**config.mk**
```make
export PLATFORM = sky130hd
export DESIGN_NAME = temp_result_and_alert_compare
export DESIGN_NICKNAME = d
export VERILOG_FILES = /design/src/verilog/temp_alert_pkg.sv /design/src/verilog/alert_channel.sv /design/src/verilog/temp_result_and_alert_compare.sv
export SDC_FILE = /design/constraint.sdc
export NUM_CORES = 1
export LEC_CHECK = 0
export BUFFER_PORTS_ARGS = -buffer_cell sky130_fd_sc_hd__buf_2
export CAP_MARGIN = 25
export CORE_MARGIN = 4
export CORE_UTILIZATION = 55
export DETAILED_ROUTE_END_ITERATION = 10
export GPL_TIMING_DRIVEN = 0
export HOLD_SLACK_MARGIN = 0.05
export PLACE_DENSITY = 0.77
export SYNTH_ARGS = -nofsm -noshare
export SYNTH_HDL_FRONTEND = slang
export SYNTH_SLANG_ARGS = --single-unit
```
**constraint.sdc**
```tcl
create_clock -name pclk -period 3.2 [get_ports pclk]
set_clock_uncertainty 0.1 [all_clocks]
set_input_delay 0.32 -clock pclk [delete_from_list [all_inputs] [get_ports pclk]]
set_output_delay 0.32 -clock pclk [all_outputs]
set_load 0.02 [all_outputs]
```
**src/verilog/temp_alert_pkg.sv**
```systemverilog
// Purpose: Shared constants and types for the temperature result and
//          alert compare block.
// Assumes: APB slave with 32-bit data, word-aligned registers.
// Notes:   Limits and results are 16-bit left-justified two's complement.

package temp_alert_pkg;

    // ************************************************************
    // Widths
    // ************************************************************
    localparam int TEMP_W = 14;
    localparam int DATA_W = 16;
    localparam int CHANNELS = 2;

    // ************************************************************
    // Register byte offsets
    // ************************************************************
    localparam logic [7:0] OFS_TEMP = 8'h00;
    localparam logic [7:0] OFS_CONFIG = 8'h04;
    localparam logic [7:0] OFS_HIGH_ONE = 8'h08;
    localparam logic [7:0] OFS_LOW_ONE = 8'h0C;
    localparam logic [7:0] OFS_HIGH_TWO = 8'h10;
    localparam logic [7:0] OFS_LOW_TWO = 8'h14;
    localparam logic [7:0] OFS_COMMAND = 8'h18;
    localparam logic [7:0] OFS_INT_STATUS = 8'h1C;
    localparam logic [7:0] OFS_INT_MASK = 8'h20;

    // ************************************************************
    // Configuration fields, channel one first
    // ************************************************************
    localparam int CFG_POL_ONE = 7;
    localparam int CFG_MODE_ONE = 6;
    localparam int CFG_OVER_ONE = 5;
    localparam int CFG_UNDER_ONE = 4;
    localparam int CFG_POL_TWO = 3;
    localparam int CFG_MODE_TWO = 2;
    localparam int CFG_OVER_TWO = 1;
    localparam int CFG_UNDER_TWO = 0;
    localparam logic CFG_POL_RESET = 1'b0;
    localparam logic CFG_MODE_RESET = 1'b0;

    // ************************************************************
    // Commands and interrupt bits
    // ************************************************************
    localparam logic [7:0] CMD_CLEAR_ONE = 8'hB5;
    localparam logic [7:0] CMD_CLEAR_TWO = 8'h75;
    localparam int IRQ_CONV = 0;
    localparam int IRQ_TRIP_ONE = 1;
    localparam int IRQ_TRIP_TWO = 2;
    localparam int IRQ_W = 3;
    localparam logic [IRQ_W-1:0] IRQ_RESET = 3'h0;

    localparam logic [DATA_W-1:0] LIMIT_OFF_HIGH = 16'h7FFC;
    localparam logic [DATA_W-1:0] LIMIT_OFF_LOW = 16'h8000;

    typedef struct packed {
        logic [DATA_W-1:0] high;
        logic [DATA_W-1:0] low;
    } limits_t;

    typedef struct packed {
        logic pol;
        logic therm;
    } chan_cfg_t;

endpackage : temp_alert_pkg

```
**src/verilog/alert_channel.sv**
```systemverilog
// Purpose: One alert channel: limit compare, flags, window/threshold mode.
// Assumes: conv_valid is a one-cycle pulse on pclk with result stable.
// Notes:   Clear is ignored in threshold mode.

`timescale 1ns/1ps

module alert_channel #(
    parameter int W = 16
) (
    input wire logic pclk, // Clock
    input wire logic presetn, // Async reset, active low
    input wire logic conv_valid, // New result pulse
    input wire logic signed [W-1:0] result, // Left-justified result
    input wire logic signed [W-1:0] high, // High limit
    input wire logic signed [W-1:0] low, // Low limit
    input wire logic therm_mode, // 1 threshold, 0 window
    input wire logic clear, // Release pulse, window mode only
    output logic over_limit_flag, // Over flag
    output logic under_limit_flag, // Under flag
    output logic alert // Channel active
);

    initial begin
        if (W < 2) begin
            $error("alert_channel: W too small");
        end
    end

    logic over_q, over_d, under_q, under_d;
    logic above, below;

    // ************************************************************
    // Compare and flag update
    // ************************************************************
    always_comb begin
        above = result > high;
        below = result < low;
        over_d = over_q;
        under_d = under_q;
        if (therm_mode) begin
            under_d = 1'b0;
            if (conv_valid) begin
                if (above) begin
                    over_d = 1'b1;
                end else if (below) begin
                    over_d = 1'b0;
                end
            end
        end else begin
            if (clear) begin
                over_d = 1'b0;
                under_d = 1'b0;
            end
            // A trip in the clearing cycle survives the clear
            if (conv_valid && above) begin
                over_d = 1'b1;
            end
            if (conv_valid && below) begin
                under_d = 1'b1;
            end
        end
    end

    always_ff @(posedge pclk or negedge presetn) begin
        if (!presetn) begin
            over_q <= 1'b0;
            under_q <= 1'b0;
        end else begin
            over_q <= over_d;
            under_q <= under_d;
        end
    end

    assign over_limit_flag = over_q;
    assign under_limit_flag = under_q;
    assign alert = over_q | under_q;
endmodule : alert_channel

```
**src/verilog/temp_result_and_alert_compare.sv**
```systemverilog
// Purpose: Temperature result register and two-channel alert compare
//          with APB register access and an interrupt.
// Assumes: Conversion engine and nonvolatile defaults on the pclk domain.
// Notes:   Alarm pins are open drain: out is always 0, oe_n low drives.

`timescale 1ns/1ps

module temp_result_and_alert_compare (
    input wire logic pclk, // APB clock, 125 MHz
    input wire logic presetn, // Async reset, active low
    input wire logic psel, // APB select
    input wire logic penable, // APB enable
    input wire logic pwrite, // APB direction
    input wire logic [7:0] paddr, // APB byte address
    input wire logic [31:0] pwdata, // APB write data
    output logic [31:0] prdata, // APB read data
    output logic pready, // APB ready
    output logic pslverr, // APB error, unmapped address
    input wire logic conv_valid, // Conversion done pulse
    input wire logic [temp_alert_pkg::TEMP_W-1:0] conv_data, // Result
    input wire temp_alert_pkg::limits_t nv_limits_one, // Default ch one
    input wire temp_alert_pkg::limits_t nv_limits_two, // Default ch two
    output logic alarm_out_one_o, // Pin one output value
    output logic alarm_out_one_oe_n, // Pin one enable, low drives
    output logic alarm_out_two_o, // Pin two output value
    output logic alarm_out_two_oe_n, // Pin two enable, low drives
    output logic irq // Level interrupt, active high
);

    localparam int DW = temp_alert_pkg::DATA_W;
    localparam int NCH = temp_alert_pkg::CHANNELS;
    localparam int IW = temp_alert_pkg::IRQ_W;

    // ************************************************************
    // State
    // ************************************************************
    logic [temp_alert_pkg::TEMP_W-1:0] temp_q, temp_d;
    temp_alert_pkg::limits_t [NCH-1:0] lim_q, lim_d;
    temp_alert_pkg::chan_cfg_t [NCH-1:0] cfg_q, cfg_d;
    logic [IW-1:0] status_q, status_d, mask_q, mask_d;
    logic [31:0] prdata_q, prdata_d;
    logic load_q, load_d;
    // Compare a cycle late so the channels see the newly stored result
    logic conv_q, conv_d;
    logic irq_q, irq_d;
    logic [NCH-1:0] alert_prev_q, alert_prev_d;
    logic [NCH-1:0] pin_low_q, pin_low_d;

    logic [NCH-1:0] over_flag, under_flag, alert, clear;
    logic [DW-1:0] result;
    logic setup, wr_acc, rd_acc, mapped;
    logic [7:0] cfg_rd;

    assign result = {temp_q, 2'b00};
    assign setup = psel && !penable;
    assign wr_acc = psel && penable && pwrite;
    assign rd_acc = psel && penable && !pwrite;

    // ************************************************************
    // Address decode
    // ************************************************************
    always_comb begin
        if (paddr == temp_alert_pkg::OFS_TEMP) begin
            mapped = 1'b1;
        end else if (paddr == temp_alert_pkg::OFS_CONFIG) begin
            mapped = 1'b1;
        end else if (paddr == temp_alert_pkg::OFS_HIGH_ONE) begin
            mapped = 1'b1;
        end else if (paddr == temp_alert_pkg::OFS_LOW_ONE) begin
            mapped = 1'b1;
        end else if (paddr == temp_alert_pkg::OFS_HIGH_TWO) begin
            mapped = 1'b1;
        end else if (paddr == temp_alert_pkg::OFS_LOW_TWO) begin
            mapped = 1'b1;
        end else if (paddr == temp_alert_pkg::OFS_COMMAND) begin
            mapped = 1'b1;
        end else if (paddr == temp_alert_pkg::OFS_INT_STATUS) begin
            mapped = 1'b1;
        end else if (paddr == temp_alert_pkg::OFS_INT_MASK) begin
            mapped = 1'b1;
        end else begin
            mapped = 1'b0;
        end
    end

    // Zero wait states: read data is captured in the setup cycle
    assign pready = 1'b1;
    assign pslverr = psel && penable && !mapped;
    assign prdata = prdata_q;

    always_comb begin
        cfg_rd = 8'h00;
        cfg_rd[temp_alert_pkg::CFG_POL_ONE] = cfg_q[0].pol;
        cfg_rd[temp_alert_pkg::CFG_MODE_ONE] = cfg_q[0].therm;
        cfg_rd[temp_alert_pkg::CFG_OVER_ONE] = over_flag[0];
        cfg_rd[temp_alert_pkg::CFG_UNDER_ONE] = under_flag[0];
        cfg_rd[temp_alert_pkg::CFG_POL_TWO] = cfg_q[1].pol;
        cfg_rd[temp_alert_pkg::CFG_MODE_TWO] = cfg_q[1].therm;
        cfg_rd[temp_alert_pkg::CFG_OVER_TWO] = over_flag[1];
        cfg_rd[temp_alert_pkg::CFG_UNDER_TWO] = under_flag[1];
    end

    // ************************************************************
    // Register file and interrupt next state
    // ************************************************************
    always_comb begin
        temp_d = temp_q;
        lim_d = lim_q;
        cfg_d = cfg_q;
        status_d = status_q;
        mask_d = mask_q;
        prdata_d = prdata_q;
        load_d = 1'b0;
        conv_d = conv_valid;
        alert_prev_d = alert;
        // Disabled limits keep alert at 0, so the pin shows pol only
        for (int i = 0; i < NCH; i++) begin
            pin_low_d[i] = alert[i] ^ cfg_q[i].pol;
        end
        if (conv_valid) begin
            temp_d = conv_data;
        end
        if (setup && !pwrite) begin
            prdata_d = 32'h0000_0000;
            if (paddr == temp_alert_pkg::OFS_TEMP) begin
                // The low two bytes of the word carry the full result, the upper two read zero
                prdata_d[DW-1:0] = result;
            end else if (paddr == temp_alert_pkg::OFS_CONFIG) begin
                prdata_d[7:0] = cfg_rd;
            end else if (paddr == temp_alert_pkg::OFS_HIGH_ONE) begin
                prdata_d[DW-1:0] = lim_q[0].high;
            end else if (paddr == temp_alert_pkg::OFS_LOW_ONE) begin
                prdata_d[DW-1:0] = lim_q[0].low;
            end else if (paddr == temp_alert_pkg::OFS_HIGH_TWO) begin
                prdata_d[DW-1:0] = lim_q[1].high;
            end else if (paddr == temp_alert_pkg::OFS_LOW_TWO) begin
                prdata_d[DW-1:0] = lim_q[1].low;
            end else if (paddr == temp_alert_pkg::OFS_INT_STATUS) begin
                prdata_d[IW-1:0] = status_q;
            end else if (paddr == temp_alert_pkg::OFS_INT_MASK) begin
                prdata_d[IW-1:0] = mask_q;
            end
        end
        if (wr_acc) begin
            if (paddr == temp_alert_pkg::OFS_CONFIG) begin
                cfg_d[0].pol = pwdata[temp_alert_pkg::CFG_POL_ONE];
                cfg_d[0].therm = pwdata[temp_alert_pkg::CFG_MODE_ONE];
                cfg_d[1].pol = pwdata[temp_alert_pkg::CFG_POL_TWO];
                cfg_d[1].therm = pwdata[temp_alert_pkg::CFG_MODE_TWO];
            end else if (paddr == temp_alert_pkg::OFS_HIGH_ONE) begin
                lim_d[0].high = pwdata[DW-1:0];
            end else if (paddr == temp_alert_pkg::OFS_LOW_ONE) begin
                lim_d[0].low = pwdata[DW-1:0];
            end else if (paddr == temp_alert_pkg::OFS_HIGH_TWO) begin
                lim_d[1].high = pwdata[DW-1:0];
            end else if (paddr == temp_alert_pkg::OFS_LOW_TWO) begin
                lim_d[1].low = pwdata[DW-1:0];
            end else if (paddr == temp_alert_pkg::OFS_INT_STATUS) begin
                status_d = status_q & ~pwdata[IW-1:0];
            end else if (paddr == temp_alert_pkg::OFS_INT_MASK) begin
                mask_d = pwdata[IW-1:0];
            end
        end
        // Defaults load once after reset, ahead of any host write
        if (load_q) begin
            lim_d[0] = nv_limits_one;
            lim_d[1] = nv_limits_two;
        end
        // Events are applied after the clear so a set always wins
        if (conv_q) begin
            status_d[temp_alert_pkg::IRQ_CONV] = 1'b1;
        end
        if (alert[0] && !alert_prev_q[0]) begin
            status_d[temp_alert_pkg::IRQ_TRIP_ONE] = 1'b1;
        end
        if (alert[1] && !alert_prev_q[1]) begin
            status_d[temp_alert_pkg::IRQ_TRIP_TWO] = 1'b1;
        end
        irq_d = |(status_d & mask_d);
    end

    always_ff @(posedge pclk or negedge presetn) begin
        if (!presetn) begin
            temp_q <= '0;
            lim_q <= '0;
            cfg_q <= {NCH{temp_alert_pkg::CFG_POL_RESET,
                          temp_alert_pkg::CFG_MODE_RESET}};
            status_q <= temp_alert_pkg::IRQ_RESET;
            mask_q <= temp_alert_pkg::IRQ_RESET;
            prdata_q <= 32'h0000_0000;
            load_q <= 1'b1;
            conv_q <= 1'b0;
            pin_low_q <= '0;
            irq_q <= 1'b0;
            alert_prev_q <= '0;
        end else begin
            temp_q <= temp_d;
            lim_q <= lim_d;
            cfg_q <= cfg_d;
            status_q <= status_d;
            mask_q <= mask_d;
            prdata_q <= prdata_d;
            load_q <= load_d;
            conv_q <= conv_d;
            pin_low_q <= pin_low_d;
            irq_q <= irq_d;
            alert_prev_q <= alert_prev_d;
        end
    end

    assign irq = irq_q;

    // ************************************************************
    // Alert channels and pins
    // ************************************************************
    localparam logic [7:0] CLEAR_CMD [NCH] = '{temp_alert_pkg::CMD_CLEAR_ONE,
                                             temp_alert_pkg::CMD_CLEAR_TWO};

    genvar g;
    generate
        for (g = 0; g < NCH; g++) begin : gen_chan
            // Clear command, or any config read, releases the window alert
            assign clear[g] = (wr_acc && paddr == temp_alert_pkg::OFS_COMMAND
                && pwdata[7:0] == CLEAR_CMD[g])
                || (rd_acc && paddr == temp_alert_pkg::OFS_CONFIG);

            alert_channel #(
                .W(DW)
            ) u_chan (
                .pclk(pclk),
                .presetn(presetn),
                .conv_valid(conv_q),
                .result(result),
                .high(lim_q[g].high),
                .low(lim_q[g].low),
                .therm_mode(cfg_q[g].therm),
                .clear(clear[g]),
                .over_limit_flag(over_flag[g]),
                .under_limit_flag(under_flag[g]),
                .alert(alert[g])
            );

        end
    endgenerate

    // Open drain: the pins only ever pull low
    assign alarm_out_one_o = 1'b0;
    assign alarm_out_two_o = 1'b0;
    assign alarm_out_one_oe_n = !pin_low_q[0];
    assign alarm_out_two_oe_n = !pin_low_q[1];
endmodule : temp_result_and_alert_compare

```
=== Word level (Yosys, flattened, before mapping) ===
Index checks and enable logic that the tools add are counted.

* Output and inout port bits: 39
* Logic and storage cells: 157
* Input bits: 124
* Bits in registers: 115

* Muxes and demuxes: 64
* Order comparisons: 4
* Equal/unequal tests: 18
* Bitwise gates (word level): 7
* Reductions and logical operators: 43

{| class="wikitable"
|+ Operators by type and width
! kind !! number
|-
| $mux 64 || 3
|-
| $mux 16 || 10
|-
| $mux 32 || 2
|-
| $mux 3 || 18
|-
| $eq 8x5->1 const B || 4
|-
| $gt 16x16->1 || 2
|-
| $lt 16x16->1 || 2
|-
| $mux 1 || 28
|-
| $eq 8x4->1 const B || 2
|-
| $logic_and 1x1->1 || 16
|-
| $mux 8 || 2
|-
| $mux 13 || 1
|-
| $reduce_bool 3->1 || 4
|-
| $reduce_bool 2->1 || 5
|-
| $reduce_and 3->1 || 3
|-
| $eq 8x3->1 const B || 1
|-
| $eq 8x6->1 const B || 1
|-
| $eq 8x7->1 const B || 1
|-
| $eq 8x8->1 const B || 1
|-
| $logic_not 8->1 || 1
|-
| $ne 2x2->1 const B || 4
|-
| $logic_not 1->1 || 7
|-
| $and 3x3->3 || 2
|-
| $ne 3x1->1 const B || 2
|-
| other kinds (10) || 14
|}

=== Longest topological paths before layout ===
Gate-level depths: netlist of the first run.

* Depth after elaboration: 12
* Depth in mapped cells: 9
* Gate-level depth less buffers: 8

=== By module ===
Synthesis of the first run repeated with hierarchy kept, for this count alone.

* Cell total of the unflattened synthesis: 792
* Area total of the unflattened synthesis: 7717.4 µm²

{| class="wikitable"
|+ By module, submodules not included
! module !! area each (µm²) !! sequential area each (µm²) !! times used !! cells an instance
|-
| temp_result_and_alert_compare || 5848.1 || 2778.9 || 1 || 562
|-
| alert_channel || 934.6 || 50.0 || 2 || 115
|}

=== Worst setup path before layout of the first run ===
Ideal clock, no wire load.

* Kind: input port to flip-flop
* Start point: input paddr[7]
* End point: register lim_q[31] (netlist bit)
* Path buffers: 2
* Arrival: 2201 ps
* Cell stages on the path: 7
* Path slack: 767 ps
* Required time: 2969 ps
* Setup time: 131 ps
* Path through: or4_4 buf_6 or3_4 nor4_4 buf_6 mux2i_1 o21ai_1

* Word-level cells in the longest chain between the ends: 3
* Elaborated cells between the ends (all ways): 5
* Those cells by class: 3 x eq/ne; 2 x reduce/logical

{| class="wikitable"
|+ Ends and longest elaborated chain
! element !! RTL line !! text
|-
| start, declared || temp_result_and_alert_compare.sv:14 || <nowiki>input wire logic [7:0] paddr,</nowiki>
|-
| $eq 8x3->1 or $eq 8x4->1 (tied branches) || temp_result_and_alert_compare.sv:145, temp_result_and_alert_compare.sv:150 ||
|-
| $ne 2x2->1 (no source line) or $reduce_bool 2->1 (tied branches) || -- ||
|-
| $reduce_and 3->1 (no source line) * || -- ||
|-
| end signal, assigned || temp_result_and_alert_compare.sv:198 || <nowiki>lim_q <= lim_d;</nowiki>
|-
| end, declared || temp_result_and_alert_compare.sv:38 || <nowiki>temp_alert_pkg::limits_t [NCH-1:0] lim_q, lim_d;</nowiki>
|}

Mark *: on every way between the ends. The rest lies on a longest branch, timed or not.
A chain may end at the register's enable or synchronous reset.

=== Final worst setup path of the first run ===
* Start point: register temp_q[0] (netlist bit)
* End point: register gen_chan[0].u_chan.over_q

* Word-level cells in the longest chain between the ends: 4
* Elaborated cells between the ends (all ways): 10
* Those cells by class: 2 x order compare; 1 x eq/ne; 4 x mux; 3 x reduce/logical

{| class="wikitable"
|+ Ends and longest elaborated chain
! element !! RTL line !! text
|-
| start, declared || temp_result_and_alert_compare.sv:37 || <nowiki>logic [temp_alert_pkg::TEMP_W-1:0] temp_q, temp_d;</nowiki>
|-
| start signal, assigned || temp_result_and_alert_compare.sv:197 || <nowiki>temp_q <= temp_d;</nowiki>
|-
| $gt 16x16->1 || alert_channel.sv:36 || <nowiki>above = result > high;</nowiki>
|-
| $logic_and 1x1->1 or $mux 1 (tied branches) || alert_channel.sv:55, alert_channel.sv:43 ||
|-
| $reduce_bool 3->1 (no source line) (tied with other cells) || -- ||
|-
| $reduce_and 3->1 (no source line) or $mux 1 (tied branches) || -- ||
|-
| end signal, assigned || alert_channel.sv:69 || <nowiki>over_q <= over_d;</nowiki>
|-
| end, declared || alert_channel.sv:29 || <nowiki>logic over_q, over_d, under_q, under_d;</nowiki>
|}

Parallel ways exist; a longest one is shown, timed or not. The select of a mux whose other input is x is not followed.

==> run summary, run 1 <==
Buf+Inv Stages, Crit Path - 0
H-tree Lvls - 4
RSZ-0062 raised after global routing - false
Initial Utilization - 56.9%
port bufs - 127
first-pass GRT wire length - 35,300 µm
TritonCTS clock tree - done
Worst EP arrival - 2.76 ns
Fill cells - 972
Slew Viols, Final - 0
Slowest-stage cell, CP - or3b_2
gr usage total - 31.0%
number of max-cap violations - 0
initial drt markers - 664
Warnings, synthesis - 0
crit path time final - 2.58 ns
GP Congestion - 0.984
die height - 123 µm
ANT nets after route - 0
startpoint types - flip-flop
most frequent cells in the layout - 127 x buf_2, 114 x dfrtp_1, 110 x nand2_1
Die X - 123 µm
Post-synth EDFFs - 0
Slew @ Worst Pin - 0.885 ns
crit share post-route - 80.6%
status - completed
CP Class - flip-flop to flip-flop
total number of vias - 6,800
worst-skew pair later-pin latency - 0.42 ns
Fin. Hold Viols - 0
Post-Synthesis Cells - 792
setup TNS - 0 ns
worst hold margin - 0.0521 ns
clock sinks - 115
# rows - 41
CP delay by family, top - simple AND/OR/NAND/NOR gates
# diodes - 0
Switching Share - 27.4%
Worst VDD drop - 0.364 mV
worst min path class - input port to flip-flop
Total Power - 0.00448 W
Total Die Area - 15,200 µm²
Via-to-Cell Ratio - 5.66
Clock power frac - 43.1%
Post-Syn Area - 7290 µm²
clock-pin slew on the worst setup and hold paths - 0.05 ns
Max-slew headroom - 40.8%
library cells used by synthesis - 59
final instance area - 9460 µm²
Syn-to-layout area delta - 29.7%
CTS Buf Count - 17
WL/cell - 18.9 µm
Core Region - 12,800 µm²
Required @ worst endpoint - 3.38 ns
sequential area share after synthesis - 39.5%
I/O pin cnt - 163
Post-DP HPWL - 16,700 µm
largest net degree at the start of global routing - 69
number of global-route vias before repair - 6,622
postcts setup bufs - 0
final setup vio count - 0
DRC Markers - 0
nets@finish - 1,200
Power Density - 474 nW/µm²
Combinational Power Share - 18.9%
Synth Area per Inst - 9.21 µm²
Pint - 0.00325 W
asr flop ratio synth - 100%
clock tree buffer depth - 2
Primary FF master, synth - dfrtp_1
clk root buf - clkbuf_16
grt total ovfl - 0
worst stage delay on the critical path - 0.48 ns
leakage power - 4.51 nW
drt pass-1 iters - 6
CP Cell Sequence - ha_1, or3b_2, a211oi_1, o21ai_0, o211ai_1, mux2_2, or3b_2
DRT Wirelength - 22,700 µm
Psw - 0.00123 W
antenna violations before repair - 0
Yosys reg bits - 115
commonest non-fill, non-tap cell in the layout - buf_2
f_max - 388 MHz
Sequential Power Share - 38.0%
Worst setup EP type - flip-flop
placed cell areas - 8240 µm²
share of cells above drive strength 1 - 21.0%
CP Max Fanout - 6
CP most frequent cell - or3b_2
[synth_stat cells, drive strengths merged, types with 4 or more instances]
cell type | n | area share (%)
a21o | 15 | 1.5
nand4 | 10 | 0.86
o211ai | 4 | 0.41
buf | 28 | 2.8
nor3 | 4 | 0.50
a2111oi | 5 | 0.60
dfrtp | 114 | 39
o21ai | 118 | 8.1
nand2 | 110 | 5.7
nand3 | 14 | 0.96
mux2i | 67 | 9.2
mux2 | 24 | 3.7
a22o | 4 | 0.48
clkbuf | 26 | 1.3
nor2 | 22 | 1.3
a222oi | 8 | 1.1
a211oi | 6 | 0.62
and3 | 7 | 0.60
a21oi | 30 | 2.1
ha | 56 | 9.6
inv | 71 | 3.7
[worst paths after layout]
check / startpoint / endpoint / slack (ns) / depth (start not counted)
setup / recovery: temp_q[0]$_DFFE_PN0P_ / gen_chan[0].u_chan.over_limit_flag$_DFFE_PN0P_ / 0.62 / 7
hold / removal: nv_limits_two[5] / lim_q[37]$_DFFE_PN0P_ / 0.05 / 3
setup reg to reg: temp_q[0]$_DFFE_PN0P_ / gen_chan[0].u_chan.over_limit_flag$_DFFE_PN0P_ / 0.62 / 7
hold reg to reg: prdata[9]$_DFFE_PN0P_ / prdata[9]$_DFFE_PN0P_ / 0.37 / 2
max in group asynchronous: presetn / load_q$_DFF_PN1_ / 1.87 / 3
min in group asynchronous: presetn / prdata[10]$_DFFE_PN0P_ / 0.36 / 2
[area by class of cell]
type	instances	area [µm²]	share of cell area, %
inverters	71	267	2.82
flip-flops and latches	115	2880	30.4
multi-input cells	570	3910	41.3
plain buffers	54	305	3.23
repair buffers	191	1300	13.7
well taps	172	215	2.27
clock buffers	23	458	4.84
clock inverters	6	130	1.38
[kinds of logic (layout without fill, tap and decap cells)]
kind of cell / Yosys count / count (layout) / synth area share (%)
other: 2 / 20 / 0.103
AO/OA/AOI/OAI: 213 / 213 / 17.5
multiplexers: 91 / 91 / 12.9
flip-flops: 115 / 115 / 39.5
adder cells (fa/ha/maj): 56 / 56 / 9.61
buffers and inverters: 125 / 345 / 7.84
AND/OR/NAND/NOR: 188 / 188 / 12.3
XOR/XNOR: 2 / 2 / 0.240
[metal layers]
metal / vias up / global-route usage [%] / wire length, µm
met5: - / 0 / 0
met4: 0 / 8.65 / 412
met3: 37 / 6.91 / 1760
met2: 297 / 48.8 / 10400
met1: 3227 / 43.1 / 10100
li1: 3239 / - / -
[worst register-to-register path, cell delays in order, from the launching register on]
cell and delay [ns]:
dfrtp_1 0.47, ha_1 0.31, or3b_2 0.48, a211oi_1 0.21, o21ai_0 0.11, o211ai_1 0.12
mux2_2 0.21, or3b_2 0.43
[through the flow]
stage          instances  util [%]  worst slack (ns)
6_report            1202      73.8             0.620
5_1_grt             1202      73.8             0.488
4_1_cts             1202      73.8             0.625
3_5_place_dp        1110      64.3             0.337
3_3_place_gp        1109      64.0             0.351
2_1_floorplan        810         -             0.767
[power groups by stage]
stage,logic [W],registers (W),clock network (W)
finish,0.000846,0.00170,0.00193
CTS,0.000831,0.00170,0.00194
floorplan,0.000487,0.00168,0
global route,0.000952,0.00171,0.00201
global placement,0.000744,0.00171,0
detailed placement,0.000766,0.00172,0
[flip-flops by register name, summed over array words and instances, names as in the netlist]
| register | count |
|---|---|
| mask_q | 3 |
| alert_prev_q | 2 |
| pin_low_q | 2 |
| gen_chan.u_chan.over_limit_flag | 2 |
| conv_q | 1 |
| irq | 1 |
| cfg_q | 4 |
| lim_q | 64 |
| status_q | 3 |
| prdata | 16 |
| temp_q | 14 |
| gen_chan.u_chan.under_limit_flag | 2 |
| load_q | 1 |
[what timing repair did]
action                    4_1_cts  5_1_grt
gates resized for setup         0        0
hold buffers                   63        0
hold endpoints to repair      109        0
(Power assumes the default switching activity.)
==> run 2, diff against run 1 <==
--- a/config.mk
+++ b/config.mk
@@ -5,14 +5,15 @@
 export SDC_FILE = /design/constraint.sdc
 export NUM_CORES = 1
 export LEC_CHECK = 0
+export ABC_AREA = 1
 export BUFFER_PORTS_ARGS = -buffer_cell sky130_fd_sc_hd__buf_2
 export CAP_MARGIN = 25
 export CORE_MARGIN = 4
-export CORE_UTILIZATION = 55
+export CORE_UTILIZATION = 50
 export DETAILED_ROUTE_END_ITERATION = 10
 export GPL_TIMING_DRIVEN = 0
 export HOLD_SLACK_MARGIN = 0.05
-export PLACE_DENSITY = 0.77
+export PLACE_DENSITY = 0.73
 export SYNTH_ARGS = -nofsm -noshare
 export SYNTH_HDL_FRONTEND = slang
 export SYNTH_SLANG_ARGS = --single-unit
==> constraint.sdc (replaced) <==
create_clock -name pclk -period 2.1 [get_ports pclk]
set_clock_uncertainty 0.1 [all_clocks]
set_input_delay 0.21 -clock pclk [delete_from_list [all_inputs] [get_ports pclk]]
set_output_delay 0.21 -clock pclk [all_outputs]
set_load 0.02 [all_outputs]
==> run 2 against run 1 <==
  * First-iteration DRC count down 3.2%
  * Clock-buffer cell count is 2 lower
  * Routed wire length up 5.8%
  * Global-route usage is 1.7 points lower
  * Clock power increased by 44%
  * Worst hold slack worse by 0.0012 ns
  * Register-to-register slack got worse by 0.53 ns
  * Maximum frequency increased by 28%
==> run summary, run 2 <==
drt pass-1 iters - 5 (was 6)
most frequent cell after synthesis - nand2_1 (was dfrtp_1)
worst min path class - input port to flip-flop (unchanged)
Synth Area per Inst - 7.97 µm² (was 9.21 µm²)
CP Max Fanout - 3 (was 6)
FF-to-FF Start - lim_q[63]$_DFFE_PN0P_ (was temp_q[0]$_DFFE_PN0P_)
Fin. Hold Viols - 0 (unchanged)
cells on worst reg2reg path - 11 (was 7)
Post-synth EDFFs - 0 (unchanged)
# rows - 44 (was 41)
Total Die Area - 16,700 µm² (was 15,200 µm²)
Post-Syn Area - 7340 µm² (was 7290 µm²)
Place WS - -0.0291 ns (was 0.337 ns)
leakage power - 4.98 nW (was 4.51 nW)
Reg2Reg Capture Point - gen_chan[1].u_chan.over_limit_flag$_DFFE_PN0P_ (was gen_chan[0].u_chan.over_limit_flag$_DFFE_PN0P_)
Warnings, synthesis - 0 (unchanged)
grt total ovfl - 0 (unchanged)
Worst setup EP type - flip-flop (unchanged)
final setup vio count - 0 (unchanged)
setup TNS - 0 ns (unchanged)
Post-DP HPWL - 17,800 µm (was 16,700 µm)
Initial Utilization - 50.7% (was 56.9%)
postcts setup bufs - 0 (unchanged)
Via-to-Cell Ratio - 5.40 (was 5.66)
Max-slew headroom - 56.5% (was 40.8%)
startpoint types - flip-flop (unchanged)
gr usage total - 29.2% (was 31.0%)
clock-pin slew on the worst setup and hold paths - 0.05 ns (about the same)
CTS Buf Count - 17 (unchanged)
die height - 129 µm (was 123 µm)
commonest non-fill, non-tap cell in the layout - nand2_1 (was buf_2)
crit share post-route - 95.9% (was 80.6%)
DRT Wirelength - 24,000 µm (was 22,700 µm)
Core Region - 14,500 µm² (was 12,800 µm²)
Fill cells - 1,192 (was 972)
asr flop ratio synth - 100% (unchanged)
Post-Synthesis Cells - 921 (was 792)
Required @ worst endpoint - 2.30 ns (was 3.38 ns)
GP Congestion - 0.941 (was 0.984)
Slew Viols, Final - 0 (unchanged)
I/O pin cnt - 163 (unchanged)
total number of vias - 7,377 (was 6,800)
CP Class - flip-flop to flip-flop (unchanged)
Worst EP arrival - 2.22 ns (was 2.76 ns)
H-tree Lvls - 4 (unchanged)
clock tree buffer depth - 2 (unchanged)
top cell type's share of synthesized area - 38.8% (was 39.1%)
worst hold endpoint - lim_q[3]$_DFFE_PN0P_ (was lim_q[37]$_DFFE_PN0P_)
most frequent cells in the layout - 193 x nand2_1, 135 x buf_2, 130 x inv_1 (was 127 x buf_2, 114 x dfrtp_1, 110 x nand2_1)
clk root buf - clkbuf_16 (unchanged)
cell taking the most area after synthesis - dfrtp_1 (unchanged)
RSZ-0062 raised after global routing - true (was false)
largest net degree at the start of global routing - 68 (was 69)
crit path launch - lim_q[63]$_DFFE_PN0P_ (was temp_q[0]$_DFFE_PN0P_)
Worst VDD drop - 0.606 mV (was 0.364 mV)
number of max-cap violations - 0 (unchanged)
port bufs - 127 (unchanged)
max FFs per register - 64 (unchanged)
Syn-to-layout area delta - 32.5% (was 29.7%)
sequential area share after synthesis - 39.2% (was 39.5%)
Primary FF master, synth - dfrtp_1 (unchanged)
Slew @ Worst Pin - 0.652 ns (was 0.885 ns)
Hold Path Cell Cnt - 3 (unchanged)
PnR worst setup slack - 0.0858 ns (was 0.620 ns)
share of cells above drive strength 1 - 21.1% (was 21.0%)
crit path time final - 2.01 ns (was 2.58 ns)
status - completed (unchanged)
f_max - 496 MHz (was 388 MHz)
ANT nets after route - 0 (unchanged)
worst-skew pair later-pin latency - 0.43 ns (was 0.42 ns)
CP most frequent cell - nand2_1 (was or3b_2)
R2R Setup Slk - 0.09 ns (was 0.62 ns)
initial drt markers - 643 (was 664)
clock sinks - 115 (unchanged)
Layout Utilization - 67.2% (was 73.8%)
Die X - 129 µm (was 123 µm)
register name with the most flops - lim_q (unchanged)
first-pass GRT wire length - 37,400 µm (was 35,300 µm)
TritonCTS clock tree - done (unchanged)
WL/cell - 17.6 µm (was 18.9 µm)
library cells used by synthesis - 47 (was 59)
Yosys reg bits - 115 (unchanged)
DRC Markers - 0 (unchanged)
Post-synth top cells - 193 x nand2_1, 130 x inv_1, 114 x dfrtp_1 (was 114 x dfrtp_1, 110 x nand2_1, 108 x o21ai_0)
number of global-route vias before repair - 7,054 (was 6,622)
Slowest-stage cell, CP - dfrtp_1 (was or3b_2)
Power Density - 712 nW/µm² (was 474 nW/µm²)
Hold Crit Start - nv_limits_one[3] (was nv_limits_two[5])
CP Cell Sequence - inv_1, ha_1, nand2_1, nor2_1, nand2_1, nor2_2, nand2_1, nand3_1, nand4_1, nand4_1, nand2_1 (was ha_1, or3b_2, a211oi_1, o21ai_0, o211ai_1, mux2_2, or3b_2)
top cells by area, synth - dfrtp_1 39%, nand2_1 9.9%, ha_1 9.5%, a21oi_1 6.8%, inv_1 6.6% (was dfrtp_1 39%, ha_1 9.6%, mux2i_1 9.2%, o21ai_0 7.4%, nand2_1 5.7%)
worst stage delay on the critical path - 0.44 ns (was 0.48 ns)
nets@finish - 1,347 (was 1,200)
antenna violations before repair - 0 (unchanged)
run 2: cell count changes after synthesis, moves of 13 or more:
| cell | previous run | this run |
|---|---|---|
| a21o_1 | 15 | 2 |
| a21oi_1 | 30 | 100 |
| clkbuf_1 | 26 | 13 |
| inv_1 | 71 | 130 |
| mux2_2 | 24 | 10 |
| mux2i_1 | 67 | 11 |
| nand2_1 | 110 | 193 |
| nor2_1 | 20 | 44 |
| o21ai_0 | 108 | 60 |
| o22ai_1 | 1 | 16 |
run 2: final cells by class:
| type | instances | area, µm² | area share [%] |
|---|---|---|---|
| Inverter | 140 | 529 | 5.44 |
| Multi-Input combinational cell | 636 | 3740 | 38.4 |
| Timing Repair Buffer | 209 | 1480 | 15.2 |
| Clock inverter | 11 | 115 | 1.18 |
| Sequential cell | 115 | 2880 | 29.6 |
| Antenna cell | 1 | 2.50 | 0.0257 |
| Buffer | 48 | 300 | 3.09 |
| Clock buffer | 21 | 450 | 4.63 |
| Tap cell | 184 | 230 | 2.37 |
run 2: metrics by stage:
stage | hold WS, ns | std cells | area, µm² | power [W]
floorplan | -0.186 | 939 | 7410 | 0.00350
global placement | 0.242 | 1250 | 8280 | 0.00396
finish | 0.0508 | 1365 | 9730 | 0.00692
global route | 0.0658 | 1364 | 9730 | 0.00726
CTS | 0.0509 | 1364 | 9700 | 0.00689
detailed placement | 0.0711 | 1251 | 8310 | 0.00400
run 2: what timing repair did:
action	CTS	global route
pin swaps	0	0
hold buffers	81	0
setup endpoints to repair	2	3
hold endpoints to repair	125	0
gates resized for setup	3	7
run 2: critical path: cells and delay by family, from the launching register on:
kind / cells / cell delay, ns
flip-flops: 1 / 0.44
buffers and inverters: 1 / 0.07
adder cells (fa/ha/maj): 1 / 0.29
AND/OR/NAND/NOR: 9 / 0.98
run 2: layer usage:
metal / vias up / wire length [µm] / part of all wire, % / global-route usage [%]
li1: 3532 / - / - / -
met5: - / 0 / 0 / 0
met4: 0 / 745 / 3.1 / 11.8
met3: 68 / 2000 / 8.3 / 5.19
met1: 3412 / 10500 / 44 / 40.9
met2: 365 / 10800 / 45 / 45.2
run 2: report_power, final:
part | switching [W] | total (W) | internal (W)
clock | 0.00102 | 0.00278 | 0.00176
sequential | 0.000182 | 0.00261 | 0.00243
combinational | 0.000886 | 0.00154 | 0.000651
run 2: kinds of logic (layout without fill, tap and decap cells):
kind of cell | count (synthesis) | after routing | synth area share, %
and+or+nand+nor | 301 | 301 | 18.0
AOI/OAI and AO/OA | 236 | 236 | 18.6
buffers and inverters | 188 | 429 | 11.3
DFF | 115 | 115 | 39.2
adders and majority gates | 56 | 56 | 9.54
muxes | 21 | 21 | 3.03
other | 2 | 21 | 0.102
xor gates and xnor gates | 2 | 2 | 0.239
run 2: how the worst max path moves through the flow:
stage,slack (ns),depth (start not counted),end
after detailed placement,-0.03,10,pslverr
after floorplan,0.27,8,pslverr
final,0.09,11,gen_chan[1].u_chan.over_limit_flag$_DFFE_PN0P_
after global routing,-0.002,11,gen_chan[1].u_chan.over_limit_flag$_DFFE_PN0P_
after CTS,0.04,11,gen_chan[1].u_chan.over_limit_flag$_DFFE_PN0P_
after global placement,-0.68,1,lim_q[35]$_DFFE_PN0P_
